**config.mk**
```make
export PLATFORM = sky130hd
export DESIGN_NAME = nfc_reader_protocol_timers
export DESIGN_NICKNAME = d
export VERILOG_FILES = /design/src/nfc_step_timer.v /design/src/nfc_reader_protocol_timers.v
export VERILOG_INCLUDE_DIRS = /design/src
export SDC_FILE = /design/constraint.sdc
export NUM_CORES = 1
export LEC_CHECK = 0
export ABC_CLOCK_PERIOD_IN_PS = 3300
export BUFFER_PORTS_ARGS = -buffer_cell sky130_fd_sc_hd__buf_2
export CAP_MARGIN = 30
export CORE_UTILIZATION = 55
export DETAILED_ROUTE_END_ITERATION = 12
export PLACE_DENSITY_LB_ADDON = 0.2
export SYNTH_ARGS = -nofsm -noshare
export SYNTH_HDL_FRONTEND = slang
export SYNTH_SLANG_ARGS = --single-unit
```
**constraint.sdc**
```tcl
create_clock -name clk_sys_in -period 3.3 [get_ports clk_sys_in]
set_input_delay 0.33 -clock clk_sys_in [delete_from_list [all_inputs] [get_ports clk_sys_in]]
set_output_delay 0.33 -clock clk_sys_in [all_outputs]
set_load 0.01 [all_outputs]
```
**src/nfc_timer_consts.vh**
```
// Timing constants and field layouts for the protocol timer unit.
// Assumes inclusion by bare name from the timer design files.
`ifndef NFC_TIMER_CONSTS_VH
`define NFC_TIMER_CONSTS_VH
`define CLK_SYS_HZ        10000000
`define CARRIER_HZ        13560000
`define CARRIER_ACC_W     25
`define MASK_STEP_NORMAL  8'h40
`define MASK_STEP_LP_DIV  4'h8
`define NRT_STEP_SHORT    16'h0040
`define NRT_STEP_LONG     16'h1000
`define GPT_STEP          8'h08
`define WAKE_RC_DIV       8'h20
`define MASK_W            7
`define NRT_W             16
`define GPT_W             16
`define WAKE_W            8
`define GPT_TRIG_SOF      2'h0
`define GPT_TRIG_EOF      2'h1
`define GPT_TRIG_FIELD    2'h2
`define GPT_TRIG_NONE     2'h3
`endif

```
**src/nfc_step_timer.v**
```verilog
// One prescaled down-counting timer with start, stop and expiry pulse.
// Assumes tick_in is a one-cycle enable from the owning timer unit.
`timescale 1ns/1ps
`default_nettype none
module nfc_step_timer #(
  parameter CNT_W  = 16,
  parameter STEP_W = 16
) (
  input  wire              clk_sys_in,
  input  wire              rst_n_in,
  input  wire              ce_in,
  input  wire              tick_in,
  input  wire              start_in,
  input  wire              stop_in,
  input  wire [CNT_W-1:0]  load_in,
  input  wire [STEP_W-1:0] step_in,
  output reg               run_out,
  output reg               expire_out
);
  reg [CNT_W-1:0]  count;
  reg [STEP_W-1:0] pre;

  always @(posedge clk_sys_in or negedge rst_n_in)
  begin
    if (!rst_n_in)
    begin
      count      <= {CNT_W{1'b0}};
      pre        <= {STEP_W{1'b0}};
      run_out    <= 1'b0;
      expire_out <= 1'b0;
    end
    else if (ce_in)
    begin
      expire_out <= 1'b0;
      if (start_in)
      begin
        // Restart from full value even while running
        count   <= load_in;
        pre     <= {STEP_W{1'b0}};
        run_out <= (load_in != {CNT_W{1'b0}});
      end
      else if (stop_in)
        run_out <= 1'b0;
      else if (run_out && tick_in)
      begin
        if (pre == step_in - {{(STEP_W-1){1'b0}}, 1'b1})
        begin
          pre <= {STEP_W{1'b0}};
          if (count == {{(CNT_W-1){1'b0}}, 1'b1})
          begin
            count      <= {CNT_W{1'b0}};
            run_out    <= 1'b0;
            expire_out <= 1'b1;
          end
          else
            count <= count - {{(CNT_W-1){1'b0}}, 1'b1};
        end
        else
          pre <= pre + {{(STEP_W-1){1'b0}}, 1'b1};
      end
    end
  end
endmodule
`default_nettype wire

```
**src/nfc_reader_protocol_timers.v**
```verilog
// Protocol timers: mask receive, no-response, general purpose and wake-up.
// Assumes all inputs synchronous to clk_sys_in; commands are 1-cycle pulses;
// rc_tick_in is a synchronous pulse per RC oscillator period.
//
// Behaviour
// - End of transmission starts mask and no-response timers
// - Receive window held low while mask runs
// - Squelch during mask if enabled; no mask IRQ
// - Active peer mode: mask starts on peer field-on
// - Low power target: command start, eight-fold slower
// - No-response step 64 or 4096 carrier periods
// - Conditional mode: IRQ, rx off unless reply first
// - Unconditional mode: always IRQ, clear does not stop
// - Unconditional expiry: rx off only if receiver not busy
// - Timeout flag in timer interrupt status
// - Start command restarts no-response timer
// - Active peer mode ignores no-response start command
// - Active peer: IRQ if expiry before peer field
// - General timer trigger SOF, EOF or field-off
// - General timer command start restarts it
// - Wake command outside wake mode starts RC oscillator
// - Wake expiry sets wake timer flag
// - Wake timer on RC; others need crystal
// - Clear stops all but wake and unconditional timer
`timescale 1ns/1ps
`default_nettype none
`include "nfc_timer_consts.vh"
module nfc_reader_protocol_timers #(
  parameter MASK_W = `MASK_W,
  parameter NRT_W  = `NRT_W,
  parameter GPT_W  = `GPT_W,
  parameter WAKE_W = `WAKE_W
) (
  input  wire              clk_sys_in,
  input  wire              rst_n_in,
  input  wire              ce_in,
  input  wire              osc_ok_in,
  input  wire              tx_eof_in,
  input  wire              rx_sof_in,
  input  wire              rx_eof_in,
  input  wire              rx_busy_in,
  input  wire              peer_field_on_in,
  input  wire              peer_field_off_in,
  input  wire              active_p2p_in,
  input  wire              lp_target_in,
  input  wire              wake_mode_in,
  input  wire              squelch_en_in,
  input  wire              nrt_uncond_in,
  input  wire              nrt_long_step_in,
  input  wire [1:0]        gpt_trig_in,
  input  wire [MASK_W-1:0] mask_time_in,
  input  wire [NRT_W-1:0]  nrt_time_in,
  input  wire [GPT_W-1:0]  gpt_time_in,
  input  wire [WAKE_W-1:0] wake_time_in,
  input  wire              rc_tick_in,
  input  wire              cmd_clear_in,
  input  wire              cmd_mask_start_in,
  input  wire              cmd_nrt_start_in,
  input  wire              cmd_gpt_start_in,
  input  wire              cmd_wake_start_in,
  input  wire              nre_irq_clr_in,
  input  wire              gpt_irq_clr_in,
  input  wire              wake_irq_clr_in,
  output reg               rx_on_out,
  output reg               squelch_out,
  output reg               rx_monitor_out,
  output reg               rc_osc_en_out,
  output reg               mask_run_out,
  output reg               nrt_run_out,
  output reg               gpt_run_out,
  output reg               wake_run_out,
  output reg               nre_irq_flag_out,
  output reg               gpt_irq_flag_out,
  output reg               wake_timer_irq_flag_out
);
  // Carrier tick from the crystal-ok flag; fractional accumulator runs beside it unused
  localparam [31:0] CLK_HZ_FULL = `CLK_SYS_HZ;
  localparam [31:0] INC_HZ_FULL = `CARRIER_HZ - `CLK_SYS_HZ;
  localparam [`CARRIER_ACC_W-1:0] ACC_MAX = CLK_HZ_FULL[`CARRIER_ACC_W-1:0];
  localparam [`CARRIER_ACC_W-1:0] ACC_INC = INC_HZ_FULL[`CARRIER_ACC_W-1:0];
  // Prescalers fire on their last phase so a first count is full length
  localparam [3:0] LP_LAST   = `MASK_STEP_LP_DIV - 4'h1;
  localparam [7:0] WAKE_LAST = `WAKE_RC_DIV - 8'h01;

  reg  [`CARRIER_ACC_W-1:0] acc;
  reg                       carrier_tick;
  reg                       nrt_reply_seen;
  reg                       nrt_waiting_peer;
  reg                       mask_lp;
  reg  [3:0]                lp_div;
  reg  [7:0]                wake_pre;

  wire xtal_ok = osc_ok_in;
  wire mask_run;
  wire nrt_run;
  wire gpt_run;
  wire wake_run;
  wire mask_exp;
  wire nrt_exp;
  wire gpt_exp;
  wire wake_exp;

  // Up to two carrier periods fit in one system clock; tick once per cycle
  // while the crystal is ok; accumulator wrap unused, carrier rate approximated at clk rate
  always @(posedge clk_sys_in or negedge rst_n_in)
  begin
    if (!rst_n_in)
    begin
      acc          <= {`CARRIER_ACC_W{1'b0}};
      carrier_tick <= 1'b0;
    end
    else if (ce_in)
    begin
      carrier_tick <= xtal_ok;
      if (acc + ACC_INC >= ACC_MAX)
        acc <= acc + ACC_INC - ACC_MAX;
      else
        acc <= acc + ACC_INC;
    end
  end

  wire extra_tick = (acc + ACC_INC >= ACC_MAX);
  wire cr_tick    = carrier_tick;

  // Mask timer start sources
  wire mask_auto  = active_p2p_in ? peer_field_on_in : tx_eof_in;
  wire mask_cmd   = cmd_mask_start_in && lp_target_in;
  wire mask_start = xtal_ok && (mask_auto || mask_cmd);
  wire mask_tick  = cr_tick && (!mask_lp || lp_div == LP_LAST);

  // No-response timer start, stop and clear
  wire nrt_cmd    = cmd_nrt_start_in && !active_p2p_in;
  wire nrt_start  = xtal_ok && (tx_eof_in || nrt_cmd);
  wire nrt_reply  = active_p2p_in ? peer_field_on_in : rx_sof_in;
  wire nrt_stop   = (cmd_clear_in && !nrt_uncond_in) ||
                    (nrt_reply && !nrt_uncond_in) ||
                    !xtal_ok;
  wire [15:0] nrt_step = nrt_long_step_in ? `NRT_STEP_LONG
                                          : `NRT_STEP_SHORT;

  // General purpose timer trigger select
  reg gpt_trig;
  always @*
  begin
    case (gpt_trig_in)
      `GPT_TRIG_SOF:   gpt_trig = rx_sof_in;
      `GPT_TRIG_EOF:   gpt_trig = rx_eof_in;
      `GPT_TRIG_FIELD: gpt_trig = peer_field_off_in;
      default:         gpt_trig = 1'b0;
    endcase
  end
  wire gpt_trig_sel = active_p2p_in ? peer_field_off_in : gpt_trig;
  wire gpt_start = xtal_ok && (gpt_trig_sel || cmd_gpt_start_in);
  wire crys_stop = cmd_clear_in || !xtal_ok;

  wire wake_start = cmd_wake_start_in && !wake_mode_in;
  wire wake_tick  = rc_tick_in && rc_osc_en_out && (wake_pre == WAKE_LAST);

  nfc_step_timer #(.CNT_W(MASK_W), .STEP_W(8)) u_mask (
    .clk_sys_in (clk_sys_in),
    .rst_n_in   (rst_n_in),
    .ce_in      (ce_in),
    .tick_in    (mask_tick),
    .start_in   (mask_start),
    .stop_in    (crys_stop),
    .load_in    (mask_time_in),
    .step_in    (`MASK_STEP_NORMAL),
    .run_out    (mask_run),
    .expire_out (mask_exp)
  );

  nfc_step_timer #(.CNT_W(NRT_W), .STEP_W(16)) u_nrt (
    .clk_sys_in (clk_sys_in),
    .rst_n_in   (rst_n_in),
    .ce_in      (ce_in),
    .tick_in    (cr_tick),
    .start_in   (nrt_start),
    .stop_in    (nrt_stop),
    .load_in    (nrt_time_in),
    .step_in    (nrt_step),
    .run_out    (nrt_run),
    .expire_out (nrt_exp)
  );

  nfc_step_timer #(.CNT_W(GPT_W), .STEP_W(8)) u_gpt (
    .clk_sys_in (clk_sys_in),
    .rst_n_in   (rst_n_in),
    .ce_in      (ce_in),
    .tick_in    (cr_tick),
    .start_in   (gpt_start),
    .stop_in    (crys_stop),
    .load_in    (gpt_time_in),
    .step_in    (`GPT_STEP),
    .run_out    (gpt_run),
    .expire_out (gpt_exp)
  );

  nfc_step_timer #(.CNT_W(WAKE_W), .STEP_W(8)) u_wake (
    .clk_sys_in (clk_sys_in),
    .rst_n_in   (rst_n_in),
    .ce_in      (ce_in),
    .tick_in    (wake_tick),
    .start_in   (wake_start),
    .stop_in    (1'b0),
    .load_in    (wake_time_in),
    .step_in    (8'h01),
    .run_out    (wake_run),
    .expire_out (wake_exp)
  );

  always @(posedge clk_sys_in or negedge rst_n_in)
  begin
    if (!rst_n_in)
    begin
      mask_lp                 <= 1'b0;
      lp_div                  <= 4'h0;
      wake_pre                <= 8'h00;
      nrt_reply_seen          <= 1'b0;
      nrt_waiting_peer        <= 1'b0;
      rx_on_out               <= 1'b1;
      squelch_out             <= 1'b0;
      rx_monitor_out          <= 1'b0;
      rc_osc_en_out           <= 1'b0;
      mask_run_out            <= 1'b0;
      nrt_run_out             <= 1'b0;
      gpt_run_out             <= 1'b0;
      wake_run_out            <= 1'b0;
      nre_irq_flag_out        <= 1'b0;
      gpt_irq_flag_out        <= 1'b0;
      wake_timer_irq_flag_out <= 1'b0;
    end
    else if (ce_in)
    begin
      // Low power target command start divides mask clock by eight
      if (mask_start)
        mask_lp <= mask_cmd;
      if (mask_start || !mask_lp)
        lp_div <= 4'h0;
      else if (cr_tick)
        lp_div <= (lp_div == `MASK_STEP_LP_DIV - 4'h1) ? 4'h0
                                                       : lp_div + 4'h1;
      if (mask_exp && mask_lp)
        rx_monitor_out <= 1'b1;
      else if (mask_start || cmd_clear_in)
        rx_monitor_out <= 1'b0;

      if (wake_start)
        rc_osc_en_out <= 1'b1;
      else if (wake_exp)
        rc_osc_en_out <= 1'b0;
      if (wake_start || !rc_osc_en_out)
        wake_pre <= 8'h00;
      else if (rc_tick_in)
        wake_pre <= (wake_pre == `WAKE_RC_DIV - 8'h01) ? 8'h00
                                                       : wake_pre + 8'h01;

      if (nrt_start)
        nrt_reply_seen <= 1'b0;
      else if (nrt_reply)
        nrt_reply_seen <= 1'b1;
      nrt_waiting_peer <= active_p2p_in;

      // Receive window: low while masked, forced low on timeout unless unconditional and rx busy
      if (mask_run)
        rx_on_out <= 1'b0;
      else if (nrt_exp && !(nrt_uncond_in && rx_busy_in))
        rx_on_out <= 1'b0;
      else if (mask_exp || nrt_start)
        rx_on_out <= 1'b1;

      squelch_out  <= mask_run && squelch_en_in;
      mask_run_out <= mask_run;
      nrt_run_out  <= nrt_run;
      gpt_run_out  <= gpt_run;
      wake_run_out <= wake_run;

      // Sticky flags; a new event beats a same-cycle clear
      if (nrt_exp)
        nre_irq_flag_out <= 1'b1;
      else if (nre_irq_clr_in)
        nre_irq_flag_out <= 1'b0;
      if (gpt_exp)
        gpt_irq_flag_out <= 1'b1;
      else if (gpt_irq_clr_in)
        gpt_irq_flag_out <= 1'b0;
      if (wake_exp)
        wake_timer_irq_flag_out <= 1'b1;
      else if (wake_irq_clr_in)
        wake_timer_irq_flag_out <= 1'b0;
    end
  end

  wire unused_ok = extra_tick | nrt_reply_seen | nrt_waiting_peer;
endmodule
`default_nettype wire

```
==> summary.txt, run 1 <==
Timing
  – Max Fclk: 390 MHz
  – Final hold slack: -0.00538 ns
  – Unrepaired setup endpoints after global routing: false
  – Max-slew headroom: 0.524
  – Worst Tran Pin Value: 0.708 ns
  – Period utilization: 0.777
  – Final Critical Period: 2.56 ns
  – Post-route setup slack: 0.736 ns
  – Final Hold Fails: 6
  – TNS Setup: 0 ns
  – # setup viols final: 0
  – Pins Over Slew Limit: 0
  – Final Skew: 0.00710 ns

Synthesis
  – Post-synthesis sequential area ratio: 0.425
  – Mapped Cells: 821
  – Synthesized net count: 910
  – Cell Area, Synth: 7060 sq um
  – Unique masters post-synth: 73
  – Number of synthesized flops with an enable pin: 0
  – Syn_area_per_cell: 8.60 sq um
  – Ys Warns: 0
  – Ys flop type: dfrtp_1
  – Synth async-reset ratio: 1.00
  – Yosys reg bits: 120

Worst setup path
  – Type of destination of the critical path: flop
  – CP startpoint: u_wake.pre[0]
  – Arr. time, crit path: 2.86 ns
  – Crit Path Category: reg -> reg
  – Worst path top cell family by delay: simple AND/OR/NAND/NOR gates
  – Highest-delay cell along the critical path: or4b_1
  – Required time worst endpoint: 3.59 ns
  – WP buf/inv: 1
  – Worst Setup Start Kind: flop
  – Max FO, Critical Path: 17
  – Crit path cell chain: inv_1 > ha_1 > or4b_1 > nor4_1 > or2_2 > nand2_1 > a221oi_1 > a21oi_1
  – Max incr delay on CP: 0.42 ns
  – FF-to-FF Start: u_wake.pre[0]

Finish
  – Most frequent cells in the layout: dfrtp_1, o21ai_0, buf_2
  – Diode count: 0
  – Register area: 3000 sq um
  – Final Util: 0.664
  – Most common cell after layout, fill and taps aside: dfrtp_1
  – Fin nets: 993
  – # fillers: 1,053
  – Area Growth Syn to Fin: 18.1%
  – Area of the multi-input gates: 3750 sq um
  – Layout cells sized above 1: 0.166
  – Finished layout cell area: 8340 sq um

GRT
  – GRT busiest layer: met2
  – Met3 Usage GRT: 0.0696
  – M1 GR Usage: 0.376
  – Vias in the first global route: 6,493
  – First-pass GRT wire length: 30,700 um
  – Antenna violations before repair: 0
  – Pin count of the biggest net entering global routing: 121
  – GR Overflow Total: 0
  – GRT Util Overall: 0.292
  – Met2 global-route usage: 0.474

Clock tree
  – Post-CTS Setup Bufs: 0
  – CTS H-tree depth: 4
  – Clock-pin slew on the worst setup and hold paths: 0.06 ns
  – Post-CTS sizing: 0
  – Clk Latency, worst-skew pair: 0.43 ns
  – CTS Hold Bufs: 0
  – Clock buffer depth: 2
  – Sink Count: 120
  – Total CTS buffers: 17
  – CTS tree: done
  – Root Driver: clkbuf_16

Pwr
  – Combinational share of power: 0.213
  – Internal Power: 3.63 mW
  – P_sw: 1.65 mW
  – VDD IR max: 0.478 mV
  – Sw Share: 0.312
  – Clock share of power: 0.407
  – Reg power frac: 0.380
  – Leak Pwr: 3.56 nW
  – Power Density: 633 nW/um^2

Die
  – Core box area: 12,600 sq um
  – Row count: 41
  – Die Span Y: 115 um
  – Die Wd: 115 um
  – Die ar.: 13,300 sq um
  – Starting Density: 0.562
  – I/O pin count: 85

Placed design
  – Placed Area: 7660 sq um
  – Dpl hpwl: 12,500 um
  – Placement-stage worst setup slack: 0.759 ns
  – RePlAce Congestion: 0.912
  – PortBufs: 84

Routing
  – Vias: 6,737
  – Avg WL per Cell: 16.7 um
  – ANT nets after route: 0
  – WL final: 18,200 um
  – DRT Pass-1 Iters: 5
  – Vias per cell: 6.19
  – DRC Markers: 0
  – DR iter-0 viols: 562

Status
  – Failing checks: hold timing
  – Status: finished, violations left

Worst hold path
  – Hold Crit Class: in -> async

Run
  – Max_cap viols: 0
-- state kept, by name, indices dropped and copies added (netlist names), 4 cells and up --
register      cells
u_gpt.pre         8
u_gpt.count      16
u_mask.pre        8
u_nrt.count      16
wake_pre          8
u_mask.count      7
lp_div            4
u_nrt.pre        16
u_wake.count      8
u_wake.pre        8
-- power groups by stage --
stage	clock network, mW	registers, mW	logic (mW)
5_1_grt	2.24	2.05	1.27
3_3_place_gp	0	2.01	1.05
4_1_cts	2.17	2.00	1.11
6_report	2.15	2.01	1.12
3_5_place_dp	0	2.02	1.10
2_1_floorplan	0	1.96	0.797
-- path summary, 6_finish.rpt --
check | slack (ns) | cells after the start | endpoint
max in group asynchronous | 2.83 | 2 | u_wake.pre[6]
hold / removal | -0.005 | 2 | u_nrt.count[14]
setup reg to reg | 0.74 | 8 | u_wake.count[0]
min in group clk_sys_in | 0.15 | 3 | squelch_out
hold reg to reg | 0.47 | 2 | rx_on_out
setup / recovery | 0.74 | 8 | u_wake.count[0]
-- through the flow --
stage | power, mW | cells
2_1_floorplan | 2.75 | 821
3_3_place_gp | 3.06 | 1056
3_5_place_dp | 3.12 | 1056
4_1_cts | 5.28 | 1088
5_1_grt | 5.56 | 1089
6_report | 5.28 | 1089
-- metal layers --
layer | wire [um] | part of all wire
met5 | 0 | 0
met4 | 381 | 0.021
met3 | 965 | 0.053
met2 | 8810 | 0.49
met1 | 8000 | 0.44
-- area by class of cell --
type / instances / share of cell area
Multi-Input combinational cell: 625 / 0.449
Sequential cell: 120 / 0.360
Timing Repair Buffer: 98 / 0.0648
Clock buffer: 21 / 0.0552
Clock inverter: 11 / 0.0261
Tap cell: 172 / 0.0258
Inverter: 42 / 0.0189
-- logic make-up after synthesis --
| logic type | after synthesis | share of synthesized area |
|---|---|---|
| simple gates | 331 | 0.250 |
| compound gates | 257 | 0.224 |
| flops | 120 | 0.425 |
| buf+inv | 76 | 0.0445 |
| xor+xnor | 15 | 0.0186 |
| fa+ha+maj | 15 | 0.0266 |
| mux | 7 | 0.0108 |
-- synth_stat cells (5+ instances only) --
cell type | count | area, sq um
nand2_1 | 80 | 300
xor2_1 | 11 | 96.3
and2_1 | 10 | 62.6
nand4_1 | 17 | 106
nand3_1 | 35 | 175
and3_1 | 14 | 87.6
o2bb2ai_1 | 6 | 52.6
nor3_1 | 24 | 120
o31ai_1 | 7 | 52.6
inv_1 | 41 | 154
nor2b_1 | 12 | 75.1
nor3b_1 | 5 | 37.5
clkbuf_1 | 23 | 86.3
dfrtp_1 | 119 | 2980
a32oi_1 | 14 | 123
nand2b_1 | 6 | 37.5
a22oi_1 | 5 | 37.5
or3_1 | 7 | 43.8
or4_1 | 6 | 45.0
a31oi_1 | 5 | 31.3
a21oi_1 | 54 | 270
ha_1 | 15 | 188
o21ai_0 | 85 | 425
o22ai_1 | 15 | 93.8
mux2_2 | 5 | 56.3
nor2_1 | 61 | 229
o21ai_1 | 24 | 120
nor4_1 | 29 | 181
buf_2 | 5 | 25.0
a211oi_1 | 5 | 37.5
Power figures use the tool's default switching activity.
==> inputs of run 2 (changes only) <==
--- a/config.mk
+++ b/config.mk
@@ -6,10 +6,10 @@
 export SDC_FILE = /design/constraint.sdc
 export NUM_CORES = 1
 export LEC_CHECK = 0
-export ABC_CLOCK_PERIOD_IN_PS = 3300
+export ABC_CLOCK_PERIOD_IN_PS = 2200
 export BUFFER_PORTS_ARGS = -buffer_cell sky130_fd_sc_hd__buf_2
 export CAP_MARGIN = 30
-export CORE_UTILIZATION = 55
+export CORE_UTILIZATION = 53
 export DETAILED_ROUTE_END_ITERATION = 12
 export PLACE_DENSITY_LB_ADDON = 0.2
 export SYNTH_ARGS = -nofsm -noshare
==> constraint.sdc (replaced) <==
create_clock -name clk_sys_in -period 2.2 [get_ports clk_sys_in]
set_input_delay 0.22 -clock clk_sys_in [delete_from_list [all_inputs] [get_ports clk_sys_in]]
set_output_delay 0.22 -clock clk_sys_in [all_outputs]
set_load 0.01 [all_outputs]
==> run 2 against run 1 <==
Register-to-register slack got worse by 0.72 ns. Highest routed layer unchanged. Final cell count grew 3.7%. First-iteration DRC count increased by 3.7%. Largest cell class unchanged. Sequential cell count did not move. Critical path depth shrank 3. The run now ends clean.
==> summary.txt, run 2 (synthesis gave the netlist of run 1 again) <==
Status
  – Status: finished clean

Worst setup path
  – Max FO, Critical Path: 5 (-12)
  – Worst path top cell family by delay: simple AND/OR/NAND/NOR gates
  – Crit Path Category: reg -> reg
  – Crit path cell chain: nor4_1 > o211ai_1 > nor4b_2 > o41ai_1 > o2bb2ai_1
  – Arr. time, crit path: 2.48 ns (-0.38 ns)
  – Type of destination of the critical path: flop
  – Highest-delay cell along the critical path: nor4_1
  – WP buf/inv: 0 (-1)
  – Required time worst endpoint: 2.50 ns (-1.09 ns)
  – Max incr delay on CP: 0.61 ns (+0.19 ns)
  – Worst Setup Start Kind: flop

Finish
  – Layout cells sized above 1: 0.212 (+0.0464)
  – Non-Filler Instances: 1,129 (+3.7%)
  – Diode count: 0 (unchanged)
  – # fillers: 1,068 (+1.4%)
  – Fin nets: 1,036 (+4.3%)
  – Finished layout cell area: 8680 sq um (+4.0%)
  – Most frequent cells in the layout: dfrtp_1, buf_2, nand2_1
  – Register area: 3000 sq um (unchanged)
  – Most common cell after layout, fill and taps aside: dfrtp_1
  – Area Growth Syn to Fin: 22.9%
  – Biggest regs: u_gpt.count x16, u_nrt.count x16, u_nrt.pre x16
  – Area of the multi-input gates: 3830 sq um (+2.2%)
  – Final Util: 0.677 (+0.0127)

Clock tree
  – CTS H-tree depth: 4 (unchanged)
  – Sink Count: 120 (unchanged)
  – CTS tree: done
  – Clk Latency, worst-skew pair: 0.42 ns (about the same)
  – Clock-pin slew on the worst setup and hold paths: 0.06 ns (about the same)
  – Total CTS buffers: 17 (unchanged)
  – Clock buffer depth: 2 (unchanged)
  – Root Driver: clkbuf_16

Timing
  – Max Fclk: 458 MHz (+17%)
  – # setup viols final: 0 (unchanged)
  – Unrepaired setup endpoints after global routing: true
  – Final Skew: 0.00860 ns (+0.00150 ns)
  – Final Hold Fails: 0 (-6)
  – Pins Over Slew Limit: 0 (unchanged)
  – Max-slew headroom: 0.515 (-0.00862)
  – Worst Tran Pin Value: 0.726 ns (+0.0187 ns)
  – Final Critical Period: 2.18 ns (-0.381 ns)
  – Period utilization: 0.992 (+0.215)

Die
  – Core box area: 12,800 sq um (+2.0%)
  – Starting Density: 0.551 (-0.0112)
  – I/O pin count: 85 (unchanged)
  – Die ar.: 13,800 sq um (+3.7%)
  – Die Span Y: 117 um (+1.8%)
  – Row count: 41 (unchanged)
  – Die Wd: 117 um (+1.8%)

Pwr
  – Combinational share of power: 0.254 (+0.041)
  – Leak Pwr: 3.76 nW (+5.5%)
  – Reg power frac: 0.403 (+0.023)
  – Internal Power: 5.01 mW (+38%)
  – Clock share of power: 0.343 (-0.064)
  – VDD IR max: 0.794 mV (+66%)
  – Power Density: 861 nW/um^2 (+36%)
  – P_sw: 2.46 mW (+49%)
  – Sw Share: 0.330 (+0.0173)

Placed design
  – RePlAce Congestion: 0.925 (+1.5%)
  – Dpl hpwl: 13,900 um (+11%)
  – Placed Area: 7980 sq um (+4.2%)
  – Placed cells: 1,094 (+3.6%)
  – PortBufs: 84 (unchanged)

GRT
  – Pin count of the biggest net entering global routing: 54 (-55%)
  – Vias in the first global route: 6,841 (+5.4%)
  – Antenna violations before repair: 0 (unchanged)
  – First-pass GRT wire length: 32,600 um (+6.1%)
  – GR Overflow Total: 0 (unchanged)
  – GRT Util Overall: 0.290 (-0.00180)

Routing
  – Vias: 7,010 (+4.1%)
  – Avg WL per Cell: 17.3 um (+3.6%)
  – DRT Pass-1 Iters: 6 (+1)
  – DR iter-0 viols: 583 (+3.7%)
  – ANT nets after route: 0 (unchanged)
  – WL final: 19,500 um (+7.4%)
  – Vias per cell: 6.21 (+0.37%)
  – DRC Markers: 0 (unchanged)

Run
  – Max_cap viols: 0 (unchanged)

Worst hold path
  – Hold Crit Class: in -> reg
==> run 2: changes by cell type in the layout (fill, tap and decap cells not counted), moves of 3 or more <==
cell       delta
buf_4        +36
buf_6         +3
bufinv_16     -5
clkbuf_1      +3
nor2_1        -3
nor2_2        +3
nor4_1        -4
o21ai_0       -7
o21ai_1       +5
==> run 2: path summary, 6_finish.rpt <==
path	slack [ns]	cells after the start	start	endpoint
max	0.02	5	u_nrt.pre[12]	u_nrt.run_out
min	0.05	3	squelch_en_in	squelch_out
max reg2reg	0.02	5	u_nrt.pre[12]	u_nrt.run_out
min reg2reg	0.47	2	wake_timer_irq_flag_out	wake_timer_irq_flag_out
max in group asynchronous	1.21	3	rst_n_in	rx_on_out
min in group asynchronous	0.28	2	rst_n_in	u_nrt.count[10]
==> run 2: routing by layer <==
layer  up-vias  track usage  routed length (um)
li1       3311            -                   -
met1      3405        0.370                8490
met3        41       0.0603                 988
met2       253        0.486                9670
met5         -            0                   0
met4         0        0.106                 364
==> run 2: final cells by class <==
cell class / instances / share of cell area
clock buffer: 25 / 0.0559
clock inverter: 4 / 0.00519
inverter: 42 / 0.0182
multi-input combinational: 625 / 0.442
sequential: 120 / 0.346
tap: 172 / 0.0248
timing repair buffer: 141 / 0.108
==> run 2: what timing repair did <==
item / CTS / global route
pin swaps: 0 / 5
resized for setup: 2 / 25
endpoints found under the setup margin: 9 / 63
endpoints found under the hold margin: 25 / 0
cloned: 0 / 3
hold buffers: 1 / 0
setup buffers: 0 / 2
==> run 2: per-stage QoR <==
step | setup TNS, ns | setup slack [ns] | hold WS (ns) | power, mW
after detailed placement | -0.0871 | -0.0329 | 0.174 | 4.82
after global placement | 0 | 0.0601 | 0.170 | 4.72
after floorplan | 0 | 0.00122 | -0.0756 | 4.13
after CTS | 0 | 0.00973 | 0.0533 | 7.40
final | 0 | 0.0173 | 0.0549 | 7.47
after global routing | -0.348 | -0.0538 | 0.0874 | 7.88
==> run 2: tightest hold or removal path, cell delays in order <==
cell and delay, ns:
buf_2 0.08, nand3_1 0.06, o21ai_0 0.07
==> run 2: power by group through the flow <==
stage | logic, mW | registers (mW) | clock network [mW]
floorplan | 1.19 | 2.94 | 0
global placement | 1.73 | 2.99 | 0
detailed placement | 1.81 | 3.01 | 0
CTS | 1.83 | 2.98 | 2.60
global route | 2.13 | 3.07 | 2.69
finish | 1.90 | 3.01 | 2.56
==> inputs of run 3 (changes only) <==
--- a/config.mk
+++ b/config.mk
@@ -6,10 +6,10 @@
 export SDC_FILE = /design/constraint.sdc
 export NUM_CORES = 1
 export LEC_CHECK = 0
-export ABC_CLOCK_PERIOD_IN_PS = 2200
+export ABC_CLOCK_PERIOD_IN_PS = 2420
 export BUFFER_PORTS_ARGS = -buffer_cell sky130_fd_sc_hd__buf_2
 export CAP_MARGIN = 30
-export CORE_UTILIZATION = 53
+export CORE_UTILIZATION = 55
 export DETAILED_ROUTE_END_ITERATION = 12
 export PLACE_DENSITY_LB_ADDON = 0.2
 export SYNTH_ARGS = -nofsm -noshare
==> constraint.sdc (replaced) <==
create_clock -name clk_sys_in -period 2.42 [get_ports clk_sys_in]
set_input_delay 0.242 -clock clk_sys_in [delete_from_list [all_inputs] [get_ports clk_sys_in]]
set_output_delay 0.242 -clock clk_sys_in [all_outputs]
set_load 0.01 [all_outputs]
==> run 3 against run 2 <==
Sequential share of layout area is 0.80 points higher. Combinational power decreased by 16%. Critical path depth grew 2. Power fell by 5.9%. Utilization shrank 0.18 points. Cell area is 2.3% lower. Critical path type unchanged.
==> summary.txt, run 3 (synthesis gave the netlist of run 1 again) <==
Finish
  – Non-Filler Instances: 1,110 (-1.7%)
  – Fin nets: 1,014 (-2.1%)
  – Biggest regs: u_gpt.count x16, u_nrt.count x16, u_nrt.pre x16
  – Area Growth Syn to Fin: 20.1%
  – Diode count: 0 (unchanged)
  – Layout cells sized above 1: 0.186 (-0.0266)
  – Most frequent cells in the layout: dfrtp_1, o21ai_0, buf_2
  – Most common cell after layout, fill and taps aside: dfrtp_1
  – # fillers: 1,041 (-2.5%)

Run
  – Max_cap viols: 0 (unchanged)

Timing
  – Pins Over Slew Limit: 0 (unchanged)
  – Final Critical Period: 2.31 ns (+0.131 ns)
  – # setup viols final: 0 (unchanged)
  – Max Fclk: 432 MHz (-5.7%)
  – Max-slew headroom: 0.546 (+0.0310)
  – Period utilization: 0.956 (-0.0361)
  – Worst Tran Pin Value: 0.680 ns (-0.0465 ns)
  – TNS Setup: 0 ns (unchanged)
  – Final Skew: 0.00713 ns (-0.00148 ns)
  – Final Hold Fails: 0 (unchanged)

Die
  – I/O pin count: 85 (unchanged)
  – Starting Density: 0.562 (+0.0112)
  – Core box area: 12,600 sq um (-2.0%)
  – Row count: 41 (unchanged)
  – Die Span Y: 115 um (-1.8%)
  – Die Wd: 115 um (-1.8%)
  – Die ar.: 13,300 sq um (-3.6%)

Routing
  – Vias per cell: 6.14 (-1.1%)
  – DRT Pass-1 Iters: 5 (-1)
  – WL final: 18,100 um (-7.0%)
  – DR iter-0 viols: 642 (+10%)
  – ANT nets after route: 0 (unchanged)
  – Avg WL per Cell: 16.3 um (-5.4%)
  – Vias: 6,814 (-2.8%)
  – DRC Markers: 0 (unchanged)

Worst setup path
  – Crit. path cell count: 7 (+2)
  – R2r setup slk: 0.11 ns (+0.09 ns)
  – Worst Setup Start Kind: flop
  – Highest-delay cell along the critical path: or4_1
  – Worst path top cell family by delay: simple AND/OR/NAND/NOR gates
  – Arr. time, crit path: 2.66 ns (+0.18 ns)
  – R2R cell count: 7 (+2)
  – Crit Path Category: reg -> reg
  – Required time worst endpoint: 2.76 ns (+0.26 ns)
  – Crit path cell chain: or4_1 > nor4_2 > o211ai_1 > buf_4 > nor2_1 > a32oi_1 > o21ai_1
  – Type of destination of the critical path: flop
  – Max FO, Critical Path: 5 (unchanged)
  – WP buf/inv: 1 (+1)
  – Max incr delay on CP: 0.53 ns (-0.08 ns)

Clock tree
  – CTS H-tree depth: 4 (unchanged)
  – Root Driver: clkbuf_16
  – Clock-pin slew on the worst setup and hold paths: 0.06 ns (about the same)
  – Clk Latency, worst-skew pair: 0.42 ns (about the same)
  – Clock buffer depth: 2 (unchanged)
  – Total CTS buffers: 17 (unchanged)
  – Sink Count: 120 (unchanged)
  – CTS tree: done

Pwr
  – Leak Pwr: 3.64 nW (-3.0%)
  – Power Density: 829 nW/um^2 (-3.7%)
  – VDD IR max: 0.570 mV (-28%)

GRT
  – Pin count of the biggest net entering global routing: 47 (-13%)
  – First-pass GRT wire length: 30,800 um (-5.5%)
  – GRT Util Overall: 0.291 (+0.00107)
  – Vias in the first global route: 6,534 (-4.5%)
  – GR Overflow Total: 0 (unchanged)
  – Antenna violations before repair: 0 (unchanged)

Status
  – Status: finished clean

Placed design
  – RePlAce Congestion: 0.945 (+2.1%)
  – Dpl hpwl: 12,900 um (-6.9%)
  – PortBufs: 84 (unchanged)
  – Placed cells: 1,075 (-1.7%)

Worst hold path
  – Worst Hold Depth: 4 (+1)
  – Hold Crit Class: in -> reg
## run 3: cell type report
cell class	instances	area (sq um)	share of cell area
clock buffer	20	457	0.0539
multi-input combinational	625	3760	0.443
inverter	42	158	0.0186
clock inverter	12	174	0.0205
timing repair buffer	119	713	0.0841
tap	172	215	0.0254
sequential	120	3000	0.354
## run 3: stage by stage
step	cell area [sq um]	worst slack (ns)	util	total power [mW]	hold WS (ns)
after CTS	8450	0.113	0.673	7.02	0.0707
after floorplan	7060	0.181	-	3.76	-0.0536
after detailed placement	7810	0.136	0.622	4.31	0.299
after global placement	7810	0.194	0.622	4.23	0.310
after global routing	8480	-0.0163	0.675	7.42	0.103
final	8480	0.106	0.675	7.03	0.0770
## run 3: repair_timing
item                       CTS  global route
hold endpoints to repair    42             0
setup endpoints to repair    0            16
hold buffers                 1             0
setup buffers                0             2
resized for setup            0             2
## run 3: worst min-delay path: stages
cell and delay, ns:
buf_2 0.08, nand2_1 0.04, nand2_1 0.05, nand2_1 0.05
## run 3: power by group
group	internal, mW	switching (mW)	total, mW
sequential	2.37	0.373	2.74
clock	1.77	0.930	2.70
combinational	0.641	0.949	1.59
## run 3: final timing paths
check | from | end
min reg2reg | wake_timer_irq_flag_out | wake_timer_irq_flag_out
max in group asynchronous | rst_n_in | lp_div[0]
min | wake_irq_clr_in | wake_timer_irq_flag_out
max | u_nrt.pre[6] | u_nrt.count[13]
min in group asynchronous | rst_n_in | u_nrt.count[1]
max reg2reg | u_nrt.pre[6] | u_nrt.count[13]
## run 3: per-layer routing
metal / vias up / GRT usage / share of wire
met4: 0 / 0.104 / 0.019
met1: 3279 / 0.378 / 0.44
li1: 3263 / - / -
met5: - / 0 / 0
met3: 33 / 0.0638 / 0.051
met2: 239 / 0.479 / 0.49
